## config.mk

```make
export PLATFORM = sky130hd
export DESIGN_NAME = stp_serial_terminal_bit_port
export DESIGN_NICKNAME = d
export VERILOG_FILES = /design/src/rtl/stp_pkg.sv /design/src/rtl/stp_serial_terminal_bit_port.sv
export SDC_FILE = /design/constraint.sdc
export NUM_CORES = 1
export LEC_CHECK = 0
export ABC_AREA = 1
export BUFFER_PORTS_ARGS = -buffer_cell sky130_fd_sc_hd__buf_2
export CAP_MARGIN = 15
export CORE_ASPECT_RATIO = 1.1
export CORE_UTILIZATION = 25
export DETAILED_ROUTE_END_ITERATION = 8
export GPL_ROUTABILITY_DRIVEN = 0
export PLACE_DENSITY = 0.65
export SLEW_MARGIN = 20
export SYNTH_ARGS = -nofsm -noshare
export SYNTH_HDL_FRONTEND = slang
export SYNTH_SLANG_ARGS = --single-unit
```

## constraint.sdc

```tcl
create_clock -name clock -period 1.1 [get_ports clock]
set_input_delay 0.275 -clock clock [delete_from_list [all_inputs] [get_ports clock]]
set_output_delay 0.275 -clock clock [all_outputs]
set_load 0.1 [all_outputs]
```

## src/rtl/stp_pkg.sv

```systemverilog
// Purpose: shared constants and carriers of the serial terminal bit port
// Assumes: command word holds device address in 7:0, order in 10:8
// Notes: register map of the event/interrupt slave lives here too
package stp_pkg;

  // peripheral command word layout
  localparam logic [7:0] STP_DEV_ADDR = 8'h07;
  localparam int STP_ADDR_LSB = 0;
  localparam int STP_ADDR_W = 8;
  localparam int STP_ORDER_LSB = 8;
  localparam int STP_ORDER_W = 3;

  // data bus bit positions
  localparam int STP_BUS_W = 16;
  localparam int STP_RX_BIT = 15;
  localparam int STP_TX_BIT = 15;
  localparam int STP_IRQ_STATUS_BIT = 7;

  // line levels and reset values
  localparam logic STP_MARK = 1'b1;
  localparam logic [15:0] STP_BUS_ZERO = 16'h0000;
  localparam logic [15:0] STP_RELEASE_N = 16'hFFFF;
  localparam logic [15:0] STP_ONE_HOT0 = 16'h0001;

  typedef enum logic [2:0] {
    STP_ORD_IDLE0 = 3'b000,
    STP_ORD_SET_IEN = 3'b001,
    STP_ORD_READ_BIT = 3'b010,
    STP_ORD_WRITE_BIT = 3'b011,
    STP_ORD_TAPE_ON = 3'b100,
    STP_ORD_RESET = 3'b101,
    STP_ORD_INT_STATUS = 3'b110,
    STP_ORD_IDLE7 = 3'b111
  } stp_order_type;

  // event/interrupt register slave
  localparam int STP_AXI_AW = 4;
  localparam logic [3:0] STP_OFF_STATUS = 4'h0;
  localparam logic [3:0] STP_OFF_CLEAR = 4'h4;
  localparam logic [3:0] STP_OFF_ENABLE = 4'h8;
  localparam logic [3:0] STP_OFF_STATE = 4'hC;
  localparam logic [1:0] STP_RESP_OKAY = 2'b00;
  localparam logic [1:0] STP_RESP_SLVERR = 2'b10;
  localparam logic [31:0] STP_WORD_ZERO = 32'h0000_0000;
  localparam int STP_EV_START = 0;
  localparam int STP_EV_TX = 1;
  localparam int STP_EV_RESET = 2;
  localparam int STP_EV_W = 3;
  localparam logic [2:0] STP_EV_NONE = 3'h0;

  typedef struct packed {
    logic valid;
    logic read;
    logic [15:0] word;
  } stp_cmd_type;

  typedef struct packed {
    logic valid;
    logic [15:0] word;
  } stp_wdata_type;

  typedef struct packed {
    logic valid;
    logic [15:0] data;
    logic [15:0] drive_n;
  } stp_rdata_type;

endpackage : stp_pkg

```

## src/rtl/stp_serial_terminal_bit_port.sv

```systemverilog
// Purpose: program-controlled bit-serial terminal port on the peripheral bus
// Assumes: command and data strobes come from logic on clock
// Notes: framing and bit timing are left to software
//
// Local design decisions: register access over AXI4-Lite and the register offsets.
`timescale 1ns/1ps
module stp_serial_terminal_bit_port
  import stp_pkg::*;
(
  input wire logic clock,
  input wire logic reset,
  input wire stp_cmd_type cmd,
  input wire stp_wdata_type wdata,
  output stp_rdata_type rd,
  output logic order_accepted_flag,
  input wire logic serial_terminal_rx,
  output logic serial_terminal_tx,
  output logic tape_reader_enable,
  output logic shared_irq_request_line_n_out,
  output logic shared_irq_request_line_oe_n,
  input wire logic awvalid,
  output logic awready,
  input wire logic [STP_AXI_AW-1:0] awaddr,
  input wire logic wvalid,
  output logic wready,
  input wire logic [31:0] wdata_axi,
  input wire logic [3:0] wstrb,
  output logic bvalid,
  input wire logic bready,
  output logic [1:0] bresp,
  input wire logic arvalid,
  output logic arready,
  input wire logic [STP_AXI_AW-1:0] araddr,
  output logic rvalid,
  input wire logic rready,
  output logic [31:0] rdata,
  output logic [1:0] rresp,
  output logic interrupt
);

  logic rx_s1_reg, rx_s2_reg, rx_s3_reg;
  logic flag_reg, flag_next;
  logic ien_reg, ien_next;
  logic tx_reg, tx_next;
  logic tape_reg, tape_next;
  logic pending_reg, pending_next;
  logic accepted_reg, accepted_next;
  stp_rdata_type rd_reg, rd_next;
  logic [STP_EV_W-1:0] events;

  logic hit;
  stp_order_type order;
  logic wr_cmd, rd_cmd, start_seen, do_reset;

  assign hit = cmd.word[STP_ADDR_LSB +: STP_ADDR_W] == STP_DEV_ADDR;
  assign order = stp_order_type'(cmd.word[STP_ORDER_LSB +: STP_ORDER_W]);
  assign wr_cmd = cmd.valid && !cmd.read;
  assign rd_cmd = cmd.valid && cmd.read;
  // falling edge into the start bit, looked at past the synchroniser
  assign start_seen = rx_s3_reg && !rx_s2_reg;
  assign do_reset = cmd.valid && hit && order == STP_ORD_RESET;

  always_comb begin
    flag_next = flag_reg;
    ien_next = ien_reg;
    tx_next = tx_reg;
    tape_next = tape_reg;
    pending_next = pending_reg;
    accepted_next = 1'b0;
    rd_next = rd_reg;
    rd_next.valid = 1'b0;
    rd_next.drive_n = STP_RELEASE_N;
    events = STP_EV_NONE;
    // data word follows a write-bit command
    if (pending_reg && wdata.valid) begin
      tx_next = wdata.word[STP_TX_BIT];
      pending_next = 1'b0;
      events[STP_EV_TX] = 1'b1;
    end
    if (rd_cmd && order == STP_ORD_INT_STATUS) begin
      // answered whatever the address; flag left as is
      rd_next.valid = 1'b1;
      rd_next.data = STP_BUS_ZERO;
      rd_next.data[STP_IRQ_STATUS_BIT] = flag_reg;
      rd_next.drive_n = ~(STP_ONE_HOT0 << STP_IRQ_STATUS_BIT);
      accepted_next = 1'b1;
    end else if (cmd.valid && hit) begin
      unique case (order)
        STP_ORD_SET_IEN: begin
          if (wr_cmd) begin
            ien_next = 1'b1;
            accepted_next = 1'b1;
          end
        end
        STP_ORD_READ_BIT: begin
          if (rd_cmd) begin
            rd_next.valid = 1'b1;
            rd_next.data = STP_BUS_ZERO;
            rd_next.data[STP_RX_BIT] = rx_s2_reg;
            rd_next.drive_n = STP_BUS_ZERO;
            accepted_next = 1'b1;
          end
        end
        STP_ORD_WRITE_BIT: begin
          if (wr_cmd) begin
            pending_next = 1'b1;
            accepted_next = 1'b1;
          end
        end
        STP_ORD_TAPE_ON: begin
          tape_next = 1'b1;
          accepted_next = 1'b1;
        end
        STP_ORD_RESET: begin
          flag_next = 1'b0;
          ien_next = 1'b0;
          tx_next = STP_MARK;
          tape_next = 1'b0;
          pending_next = 1'b0;
          accepted_next = 1'b1;
          events[STP_EV_RESET] = 1'b1;
        end
        STP_ORD_IDLE0, STP_ORD_INT_STATUS, STP_ORD_IDLE7: begin
          // nothing to do
        end
      endcase
    end
    // a start bit in the same cycle as a reset order still counts
    if (start_seen) begin
      flag_next = 1'b1;
      events[STP_EV_START] = 1'b1;
    end
  end

  always_ff @(posedge clock or posedge reset) begin
    if (reset) begin
      rx_s1_reg <= STP_MARK;
      rx_s2_reg <= STP_MARK;
      rx_s3_reg <= STP_MARK;
      flag_reg <= 1'b0;
      ien_reg <= 1'b0;
      tx_reg <= STP_MARK;
      tape_reg <= 1'b0;
      pending_reg <= 1'b0;
      accepted_reg <= 1'b0;
      rd_reg <= '{valid: 1'b0, data: STP_BUS_ZERO, drive_n: STP_RELEASE_N};
    end else begin
      rx_s1_reg <= serial_terminal_rx;
      rx_s2_reg <= rx_s1_reg;
      rx_s3_reg <= rx_s2_reg;
      flag_reg <= flag_next;
      ien_reg <= ien_next;
      tx_reg <= tx_next;
      tape_reg <= tape_next;
      pending_reg <= pending_next;
      accepted_reg <= accepted_next;
      rd_reg <= rd_next;
    end
  end

  assign rd = rd_reg;
  assign order_accepted_flag = accepted_reg;
  assign serial_terminal_tx = tx_reg;
  assign tape_reader_enable = tape_reg;
  // pulls the shared line low only while enabled and requesting
  assign shared_irq_request_line_n_out = 1'b0;
  assign shared_irq_request_line_oe_n = !(ien_reg && flag_reg);

  // event status, enable and clear over the register slave
  logic aw_full_reg, aw_full_next;
  logic [STP_AXI_AW-1:0] aw_addr_reg, aw_addr_next;
  logic w_full_reg, w_full_next;
  logic [31:0] w_data_reg, w_data_next;
  logic w_lane0_reg, w_lane0_next;
  logic bvalid_reg, bvalid_next;
  logic [1:0] bresp_reg, bresp_next;
  logic rvalid_reg, rvalid_next;
  logic [31:0] rdata_reg, rdata_next;
  logic [1:0] rresp_reg, rresp_next;
  logic [STP_EV_W-1:0] status_reg, status_next;
  logic [STP_EV_W-1:0] enable_reg, enable_next;
  logic [STP_EV_W-1:0] clear_mask;
  logic do_write;

  assign awready = !aw_full_reg;
  assign wready = !w_full_reg;
  assign arready = !rvalid_reg;
  assign do_write = aw_full_reg && w_full_reg && !bvalid_reg;

  always_comb begin
    aw_full_next = aw_full_reg;
    aw_addr_next = aw_addr_reg;
    w_full_next = w_full_reg;
    w_data_next = w_data_reg;
    w_lane0_next = w_lane0_reg;
    bvalid_next = bvalid_reg;
    bresp_next = bresp_reg;
    rvalid_next = rvalid_reg;
    rdata_next = rdata_reg;
    rresp_next = rresp_reg;
    enable_next = enable_reg;
    clear_mask = STP_EV_NONE;
    if (awvalid && awready) begin
      aw_full_next = 1'b1;
      aw_addr_next = awaddr;
    end
    if (wvalid && wready) begin
      w_full_next = 1'b1;
      w_data_next = wdata_axi;
      w_lane0_next = wstrb[0];
    end
    if (do_write) begin
      aw_full_next = 1'b0;
      w_full_next = 1'b0;
      bvalid_next = 1'b1;
      bresp_next = STP_RESP_OKAY;
      unique case ({aw_addr_reg[STP_AXI_AW-1:2], 2'b00})
        STP_OFF_CLEAR: begin
          if (w_lane0_reg) begin
            clear_mask = w_data_reg[STP_EV_W-1:0];
          end
        end
        STP_OFF_ENABLE: begin
          if (w_lane0_reg) begin
            enable_next = w_data_reg[STP_EV_W-1:0];
          end
        end
        STP_OFF_STATUS, STP_OFF_STATE: begin
          // read-only words, write dropped
        end
        default: begin
          bresp_next = STP_RESP_SLVERR;
        end
      endcase
    end else if (bvalid_reg && bready) begin
      bvalid_next = 1'b0;
    end
    if (arvalid && arready) begin
      rvalid_next = 1'b1;
      rresp_next = STP_RESP_OKAY;
      rdata_next = STP_WORD_ZERO;
      unique case ({araddr[STP_AXI_AW-1:2], 2'b00})
        STP_OFF_STATUS: rdata_next[STP_EV_W-1:0] = status_reg;
        STP_OFF_ENABLE: rdata_next[STP_EV_W-1:0] = enable_reg;
        STP_OFF_STATE: begin
          rdata_next[4:0] = {tape_reg, ien_reg, flag_reg, tx_reg, rx_s2_reg};
        end
        STP_OFF_CLEAR: begin
          // write-only word reads as zero
        end
        default: rresp_next = STP_RESP_SLVERR;
      endcase
    end else if (rvalid_reg && rready) begin
      rvalid_next = 1'b0;
    end
    // new events win over a clear in the same cycle
    status_next = (status_reg & ~clear_mask) | events;
  end

  always_ff @(posedge clock or posedge reset) begin
    if (reset) begin
      aw_full_reg <= 1'b0;
      aw_addr_reg <= '0;
      w_full_reg <= 1'b0;
      w_data_reg <= STP_WORD_ZERO;
      w_lane0_reg <= 1'b0;
      bvalid_reg <= 1'b0;
      bresp_reg <= STP_RESP_OKAY;
      rvalid_reg <= 1'b0;
      rdata_reg <= STP_WORD_ZERO;
      rresp_reg <= STP_RESP_OKAY;
      status_reg <= STP_EV_NONE;
      enable_reg <= STP_EV_NONE;
    end else begin
      aw_full_reg <= aw_full_next;
      aw_addr_reg <= aw_addr_next;
      w_full_reg <= w_full_next;
      w_data_reg <= w_data_next;
      w_lane0_reg <= w_lane0_next;
      bvalid_reg <= bvalid_next;
      bresp_reg <= bresp_next;
      rvalid_reg <= rvalid_next;
      rdata_reg <= rdata_next;
      rresp_reg <= rresp_next;
      status_reg <= status_next;
      enable_reg <= enable_next;
    end
  end

  assign bvalid = bvalid_reg;
  assign bresp = bresp_reg;
  assign rvalid = rvalid_reg;
  assign rdata = rdata_reg;
  assign rresp = rresp_reg;
  assign interrupt = |(status_reg & enable_reg);

  property p_addr_filter;
    @(posedge clock) disable iff (reset)
      wr_cmd && !hit && !ien_reg |=> !ien_reg;
  endproperty
  a_addr_filter:
    assert property (p_addr_filter) else $error("foreign address acted on");

  property p_set_ien;
    @(posedge clock) disable iff (reset)
      wr_cmd && hit && order == STP_ORD_SET_IEN |=> ien_reg ##1 ien_reg;
  endproperty
  a_set_ien:
    assert property (p_set_ien) else $error("enable order lost");

  property p_start_flag;
    @(posedge clock) disable iff (reset)
      $fell(rx_s2_reg) |=> flag_reg;
  endproperty
  a_start_flag:
    assert property (p_start_flag) else $error("start bit missed");

  property p_irq_line;
    @(posedge clock) disable iff (reset)
      $rose(ien_reg) && flag_reg |-> !shared_irq_request_line_oe_n
        && shared_irq_request_line_n_out == 1'b0;
  endproperty
  a_irq_line:
    assert property (p_irq_line) else $error("request line not pulled");

  property p_read_bit;
    @(posedge clock) disable iff (reset)
      rd_cmd && hit && order == STP_ORD_READ_BIT |=> rd.valid
        && rd.data[STP_RX_BIT] == $past(rx_s2_reg) && rd.drive_n == 16'h0000
        ##1 !rd.valid;
  endproperty
  a_read_bit:
    assert property (p_read_bit) else $error("receive level not returned");

  property p_write_bit;
    @(posedge clock) disable iff (reset)
      pending_reg && wdata.valid && !do_reset
        |=> tx_reg == $past(wdata.word[STP_TX_BIT]);
  endproperty
  a_write_bit:
    assert property (p_write_bit) else $error("transmit level not loaded");

  property p_tx_hold;
    @(posedge clock) disable iff (reset)
      !pending_reg && !do_reset |=> $stable(tx_reg);
  endproperty
  a_tx_hold:
    assert property (p_tx_hold) else $error("transmit level moved");

  property p_reset_order;
    @(posedge clock) disable iff (reset)
      do_reset |=> !ien_reg && tx_reg == STP_MARK && !tape_reg
        && order_accepted_flag;
  endproperty
  a_reset_order:
    assert property (p_reset_order) else $error("reset order incomplete");

  property p_tape_on;
    @(posedge clock) disable iff (reset)
      cmd.valid && hit && order == STP_ORD_TAPE_ON |=> tape_reg;
  endproperty
  a_tape_on:
    assert property (p_tape_on) else $error("tape reader not started");

  property p_int_status;
    @(posedge clock) disable iff (reset)
      rd_cmd && order == STP_ORD_INT_STATUS |=> rd.valid
        && rd.data[STP_IRQ_STATUS_BIT] == $past(flag_reg)
        && !rd.drive_n[STP_IRQ_STATUS_BIT] && rd.drive_n[STP_RX_BIT];
  endproperty
  a_int_status:
    assert property (p_int_status) else $error("status bit wrong");

  property p_status_keeps_flag;
    @(posedge clock) disable iff (reset)
      rd_cmd && order == STP_ORD_INT_STATUS && flag_reg |=> flag_reg;
  endproperty
  a_status_keeps_flag:
    assert property (p_status_keeps_flag) else $error("status cleared flag");

  property p_idle_order;
    @(posedge clock) disable iff (reset)
      cmd.valid && hit && (order == STP_ORD_IDLE0 || order == STP_ORD_IDLE7)
        && !pending_reg && !start_seen |=> $stable(ien_reg)
        && $stable(tape_reg) && $stable(flag_reg) && !order_accepted_flag;
  endproperty
  a_idle_order:
    assert property (p_idle_order) else $error("idle order changed state");

endmodule : stp_serial_terminal_bit_port

```

# After elaboration in Yosys (flattened, before gate mapping)
# Cells that the tools add are included.
# word_totals
input_bits	87
word_cells	124
output_inout_bits	80
reg_bits	65
# op_classes
n_mux	43
bitwise	5
n_eq_ne	13
n_reduce_logical	41
# op_table
op	n
$mux W33	4
$mux W1	30
$reduce_bool A2 Y1	11
$logic_and A1 B1 Y1	14
$reduce_and A3 Y1	4
$eq A3 B3 Y1 const B	3
$mux W3	3
$pmux W3 S3	1
$eq A8 B3 Y1 const B	1
$logic_not A1 Y1	7
$and A3 B3 Y3	2
$eq A2 B2 Y1 const B	3
$eq A3 B2 Y1 const B	2
$pmux W1 S2	3
$ne A2 B2 Y1 const B	2
$reduce_and A4 Y1	1
$reduce_or A2 Y1	2
$eq A3 B1 Y1 const B	1
$not A3 Y3	1
$or A3 B3 Y3	1
$pmux W1 S3	1
$reduce_or A3 Y1	1
$eq A2 B1 Y1 const B	1
$logic_not A2 Y1	1
other kinds (2)	2

# Depth between registers and ports, before layout
# Gate-level depths: netlist of the first run.
# depth
word_depth	6
depth_mapped	8
ltp_nobuf	8

# Worst setup path before layout of the first run
# No wires, ideal clock.
# synth_path
path_type	reg2reg
start	register rvalid_reg, in the netlist rvalid
end	register rdata_reg[3], in the netlist rdata[3]
required_time_ns	0.980
path_slack_ns	-1.191
setup_time_ns	0.120
arrival_time_ns	2.171
path_stages_with_launch	6
n_path_buf	0
synth_period_minus_slack_ns	2.291
path_cell_list	dfrtp_1 inv_1 nand2_1 inv_1 nand3_1 nand2_1
# synth_between
elab_chain_cells	2
# synth_rtl
item	line	rtl
start, declared	stp_serial_terminal_bit_port.sv:177	logic rvalid_reg, rvalid_next;
start signal, assigned	stp_serial_terminal_bit_port.sv:282	rvalid_reg <= rvalid_next;
$logic_not A1 Y1	stp_serial_terminal_bit_port.sv:187	assign arready = !rvalid_reg;
net arready	stp_serial_terminal_bit_port.sv:32	output logic arready,
$logic_and A1 B1 Y1	stp_serial_terminal_bit_port.sv:238	if (arvalid && arready) begin
end signal, assigned	stp_serial_terminal_bit_port.sv:283	rdata_reg <= rdata_next;
end, declared	stp_serial_terminal_bit_port.sv:178	logic [31:0] rdata_reg, rdata_next;
# The timed path passes the listed nets, and every way through them passes these cells.
# A chain may end at the register's enable or synchronous reset.

==> impl_metrics.json, run 1 <==
{
  "status": "finished with violations",
  "violations": "setup timing",
  "clk-insertion-delay-late_ps": 280,
  "finalPower_mw": 6.957,
  "start_util_pct": 25.81,
  "clock_path_buffers": 2,
  "antenna_found_initial": 0,
  "fp.dieW_microns": 88.17,
  "fin_skew_ps": 1.581,
  "crit_fanout": 10,
  "drt_pass1_iterations": 4,
  "ys_ff_latch": 35,
  "rows": 34,
  "htreeDepth": 2,
  "crit_family": "flip-flops",
  "wl_microns": 4363,
  "cp-start-kind": "flip-flop",
  "crit_chain": "buf_12 -> buf_12",
  "grt_pass1_vias": 1588,
  "synth_cells": 249,
  "drive_above_1_share_pct": 47.35,
  "numCtsBuffers": 5,
  "setup_viol": 41,
  "antenna_cells": 0,
  "rsz0062_at_grt": "yes",
  "grt_pass1_wl_microns": 7024,
  "p_per_area_nw_per_um2": 2103,
  "via_per_inst": 3.817,
  "final_util_pct": 41.81,
  "required_ps": 820,
  "cts.clk_slew.worst_paths_ps": 70,
  "path_class": "flip-flop to primary output",
  "detail-route-antenna-nets": 0,
  "preCtsSetupSlack_ps": -176.4,
  "nets": 426,
  "dpl.hpwl_microns": 3415,
  "vias": 1710,
  "max_stage_delay_ps": 630,
  "seq_area_frac_synth_pct": 43.26,
  "fin_crit_sh_pct": 141.0,
  "drv_cap": 0,
  "synthToLayoutAreaGrowth_pct": 62.01,
  "slew_violations": 0,
  "cp-end-kind": "primary output",
  "r2r_start": "bvalid",
  "vdd_ir_drop_max_uv": 2290,
  "first_iter_violations": 42,
  "max_freq_ghz": 0.6446,
  "grt_max_degree": 36,
  "portBuffers": 64,
  "cp.buffers_inverters": 2,
  "track_usage_pct": 10.37,
  "r2r_slack_ps": -180,
  "ys_warn_count": 0,
  "dieArea_sq_um": 8534,
  "coreArea_sq_um": 7913,
  "min_period_ps": 1551,
  "path_common_cell": "buf_12",
  "synthesis.area_sq_um": 2042,
  "root_buffer": "clkbuf_8",
  "power.leakage_nw": 1.714,
  "overflow": 0,
  "final_cells": 448,
  "pin_count": 167,
  "setup_ws_ps": -451.3,
  "drc": 0,
  "syn_avg_cell_area_sq_um": 8.201,
  "dp_cells": 421,
  "cp-startpoint": "rd[14]",
  "wire_per_inst_microns": 9.739,
  "hold_ws_ps": 22.12,
  "die_y_microns": 96.79,
  "finalHoldViolCount": 0,
  "layout_commonest_cell": "conb_1",
  "cp.arrival_ps": 1280,
  "layout_common_cells": "conb_1, nand2_1, buf_12",
  "cp_slowest_cell": "dfstp_4",
  "cts_tree": "built",
  "hold_class": "input pin to async pin",
  "numClockSinks": 35,
  "synth_cell_type_count": 23
}
==> worst min-delay path, delay by kind of cell <==
family	cells	cell delay, ps
buffers and inverters	3	380
==> metal layers <==
layer  global-route usage, %  wire [microns]
met1                   11.26            1665
met2                   18.40            2292
met3                   4.437             366
met4                   2.109              39
met5                       0               0
==> kinds of logic after synthesis <==
group                  share of synthesized area [%]
AO/OA/AOI/OAI                                  5.269
buffers and inverters                          27.39
flip-flops                                     43.26
multiplexers                                  0.5514
other                                         0.1836
AND/OR/NAND/NOR                                23.35
==> layout make-up <==
class | instances | area [sq um]
Clock buffer | 8 | 100.1
Fill cell | 779 | 4604
Inverter | 29 | 125.1
Multi-Input combinational cell | 171 | 910.9
Sequential cell | 35 | 910.9
Tap cell | 108 | 135.1
Timing Repair Buffer | 97 | 1126
==> cells in the mapped netlist <==
cell / count / area (sq um)
conb_1: 1 / 3.750
nand3_4: 1 / 17.52
dfrtp_1: 29 / 725.7
nand3_1: 17 / 85.08
nand2_4: 1 / 11.26
inv_2: 1 / 3.750
buf_4: 60 / 450.4
inv_1: 28 / 105.1
nor2_1: 17 / 63.81
o31ai_1: 1 / 7.510
nand2_2: 2 / 12.51
nor3_2: 1 / 10.01
and2_1: 1 / 6.260
nor2_8: 1 / 20.02
nand4_1: 3 / 18.77
or2_2: 1 / 6.260
o21ai_0: 13 / 65.06
nor2_2: 2 / 12.51
mux2_2: 1 / 11.26
nand2_1: 54 / 202.7
dfstp_2: 6 / 157.7
a21oi_1: 7 / 35.03
nand3_2: 1 / 10.01
==> final timing paths <==
path | to | cells past startpoint
setup / recovery | rd[5] | 2
hold / removal | aw_full_reg | 3
setup reg to reg | status_reg[1] | 7
hold reg to reg | rx_s2_reg | 0
max in group asynchronous | rd[7] | 3
min in group clock | rx_s1_reg | 1
==> where the power goes <==
part / switching [mW] / internal (mW) / total (mW)
clock: 0.435 / 0.571 / 1.01
sequential: 0.257 / 1.65 / 1.90
combinational: 2.67 / 1.37 / 4.05
total: 3.37 / 3.59 / 6.96
==> per-stage QoR <==
step | setup TNS, ps | instance area, sq um
after floorplan | -12720 | 2475
after global routing | -11630 | 3308
after CTS | -9869 | 3212
after global placement | -2637 | 2953
after detailed placement | -2901 | 2953
final | -9782 | 3308
==> timing repair <==
item                                    CTS  global route
setup buffers                            13             7
gates cloned                              0             1
pin swaps                                 8             8
resized for setup                        19            14
endpoints found under the setup margin   40            52
hold buffers                              0             0
Power figures use the tool's default switching activity.
==> run 2, diff against run 1 <==
- CORE_MARGIN: unset -> 2
==> run 2 against run 1 <==
Effect of this change:
- the run still ends with setup timing left
- wire length increased by 8.4%
- clock skew increased by 0.98 ps
- global-route usage decreased by 0.48 points
- via count increased by 0.88%
- worst setup slack got worse by 16 ps
- design area increased by 2.0%
- sequential power about the same
- largest power group unchanged
- final cell count increased by 0.22%
- first-iteration DRC count increased by 26%
- power decreased by 1.1%
- critical path depth unchanged
- critical endpoint is now rd[12]
==> impl_metrics.json, run 2 (same netlist as run 1, synthesis figures left out) <==
{
  "status": "finished with violations",
  "violations": "setup timing",
  "clk-insertion-delay-late_ps": 280,
  "power.leakage_nw": 1.744,
  "clock_path_buffers": 2,
  "grt_pass1_wl_microns": 7203,
  "setup_ws_ps": -467.6,
  "met2_usage_pct": 17.64,
  "numCtsBuffers": 5,
  "nets": 427,
  "drv_cap": 0,
  "root_buffer": "clkbuf_8",
  "cp.buffers_inverters": 2,
  "start_util_pct": 25.81,
  "gr-max-usage-layer": "met2",
  "cts.clk_slew.worst_paths_ps": 70,
  "finalPower_mw": 6.882,
  "fin_skew_ps": 2.556,
  "slew_violations": 0,
  "pin_count": 167,
  "track_usage_pct": 9.889,
  "path_class": "flip-flop to primary output",
  "portBuffers": 64,
  "cts_tree": "built",
  "dpl.hpwl_microns": 3562,
  "fp.dieW_microns": 90.17,
  "crit_family": "flip-flops",
  "numClockSinks": 35,
  "drive_above_1_share_pct": 47.80,
  "antenna_cells": 0,
  "finalHoldViolCount": 0,
  "via_per_inst": 3.842,
  "fin_crit_sh_pct": 142.5,
  "wire_per_inst_microns": 10.54,
  "layout_commonest_cell": "conb_1",
  "cp.arrival_ps": 1290,
  "grt_use_met3_pct": 3.670,
  "die_y_microns": 98.79,
  "max_stage_delay_ps": 660,
  "coreArea_sq_um": 7913,
  "overflow": 0,
  "vdd_ir_drop_max_uv": 2638,
  "drc": 0,
  "max_freq_ghz": 0.6379,
  "cp-end-kind": "primary output",
  "cp-start-kind": "flip-flop",
  "fill_cells": 782,
  "crit_chain": "buf_4 -> buf_12",
  "min_period_ps": 1568,
  "hold_class": "input pin to async pin",
  "preCtsSetupSlack_ps": -172.7,
  "synthToLayoutAreaGrowth_pct": 65.26,
  "grt_max_degree": 36,
  "crit_cells": 2,
  "setup_viol": 41,
  "use_met1_pct": 10.93,
  "drt_pass1_iterations": 4,
  "cp_slowest_cell": "dfstp_4",
  "first_iter_violations": 53,
  "crit_fanout": 3,
  "htreeDepth": 2,
  "rows": 34,
  "layout_common_cells": "conb_1, nand2_1, buf_2, buf_12, buf_4",
  "postLayoutCellArea_sq_um": 3374,
  "detail-route-antenna-nets": 0,
  "fin_setup_tns_ps": -9971,
  "required_ps": 820,
  "p_per_area_nw_per_um2": 2039,
  "dieArea_sq_um": 8907,
  "rsz0062_at_grt": "yes",
  "r2r_cells": 7,
  "place_area_sq_um": 2975,
  "grt_pass1_vias": 1607,
  "final_util_pct": 42.65,
  "vias": 1725,
  "antenna_found_initial": 0,
  "wl_microns": 4731
}
==> run 2: worst register-to-register path: stages, from the launching register on <==
cell and delay, ps:
dfrtp_4 490, buf_6 130, inv_4 50, nand3_4 70, nor2_4 150, nand2_2 90, o21ai_1 120, nand2_1 60
==> run 2: final timing paths <==
path                               startpoint       endpoint  slack (ps)
max in group asynchronous               reset          rd[7]         830
setup / recovery                       rd[14]         rd[12]        -470
hold / removal                          reset  enable_reg[0]          20
setup reg to reg                       bvalid  status_reg[0]        -170
hold reg to reg                     rx_s1_reg      rx_s2_reg         360
min in group clock         serial_terminal_rx      rx_s1_reg          90
==> run 2: power breakdown <==
group	leakage (nW)	switching, mW	internal [mW]
combinational	1.30	2.69	1.41
sequential	0.400	0.256	1.65
clock	0.0422	0.434	0.444
==> run 2: area by class of cell <==
class	instances	area [sq um]	share of cell area, %
inverter	29	125.1	3.708
sequential	35	910.9	26.99
clock buffer	7	76.32	2.262
multi-input combinational	170	915.9	27.14
timing repair buffer	99	1206	35.74
clock inverter	1	5.005	0.1483
tap	108	135.1	4.004
==> run 2: metrics by stage <==
step | std cells | hold WS, ps
after floorplan | 294 | 279.5
after global placement | 424 | 336.8
after detailed placement | 424 | 338.7
after CTS | 443 | 32.12
after global routing | 449 | 47.99
final | 449 | 23.93
==> run 2: timing repair <==
action                                  CTS  global route
pin swaps                                 5             6
hold buffers                              0             0
cloned                                    1             0
resized for setup                        24            19
endpoints found under the setup margin   41            47
setup buffers                            10             8
==> run 2: routing by layer <==
metal  routed length [microns]  share of wire [%]  up-vias
li1                          -                  -      849
met1                      1764                 37      801
met2                      2531                 53       70
met3                       385                8.1        5
met4                        48                1.0        0
met5                         0                  0        -
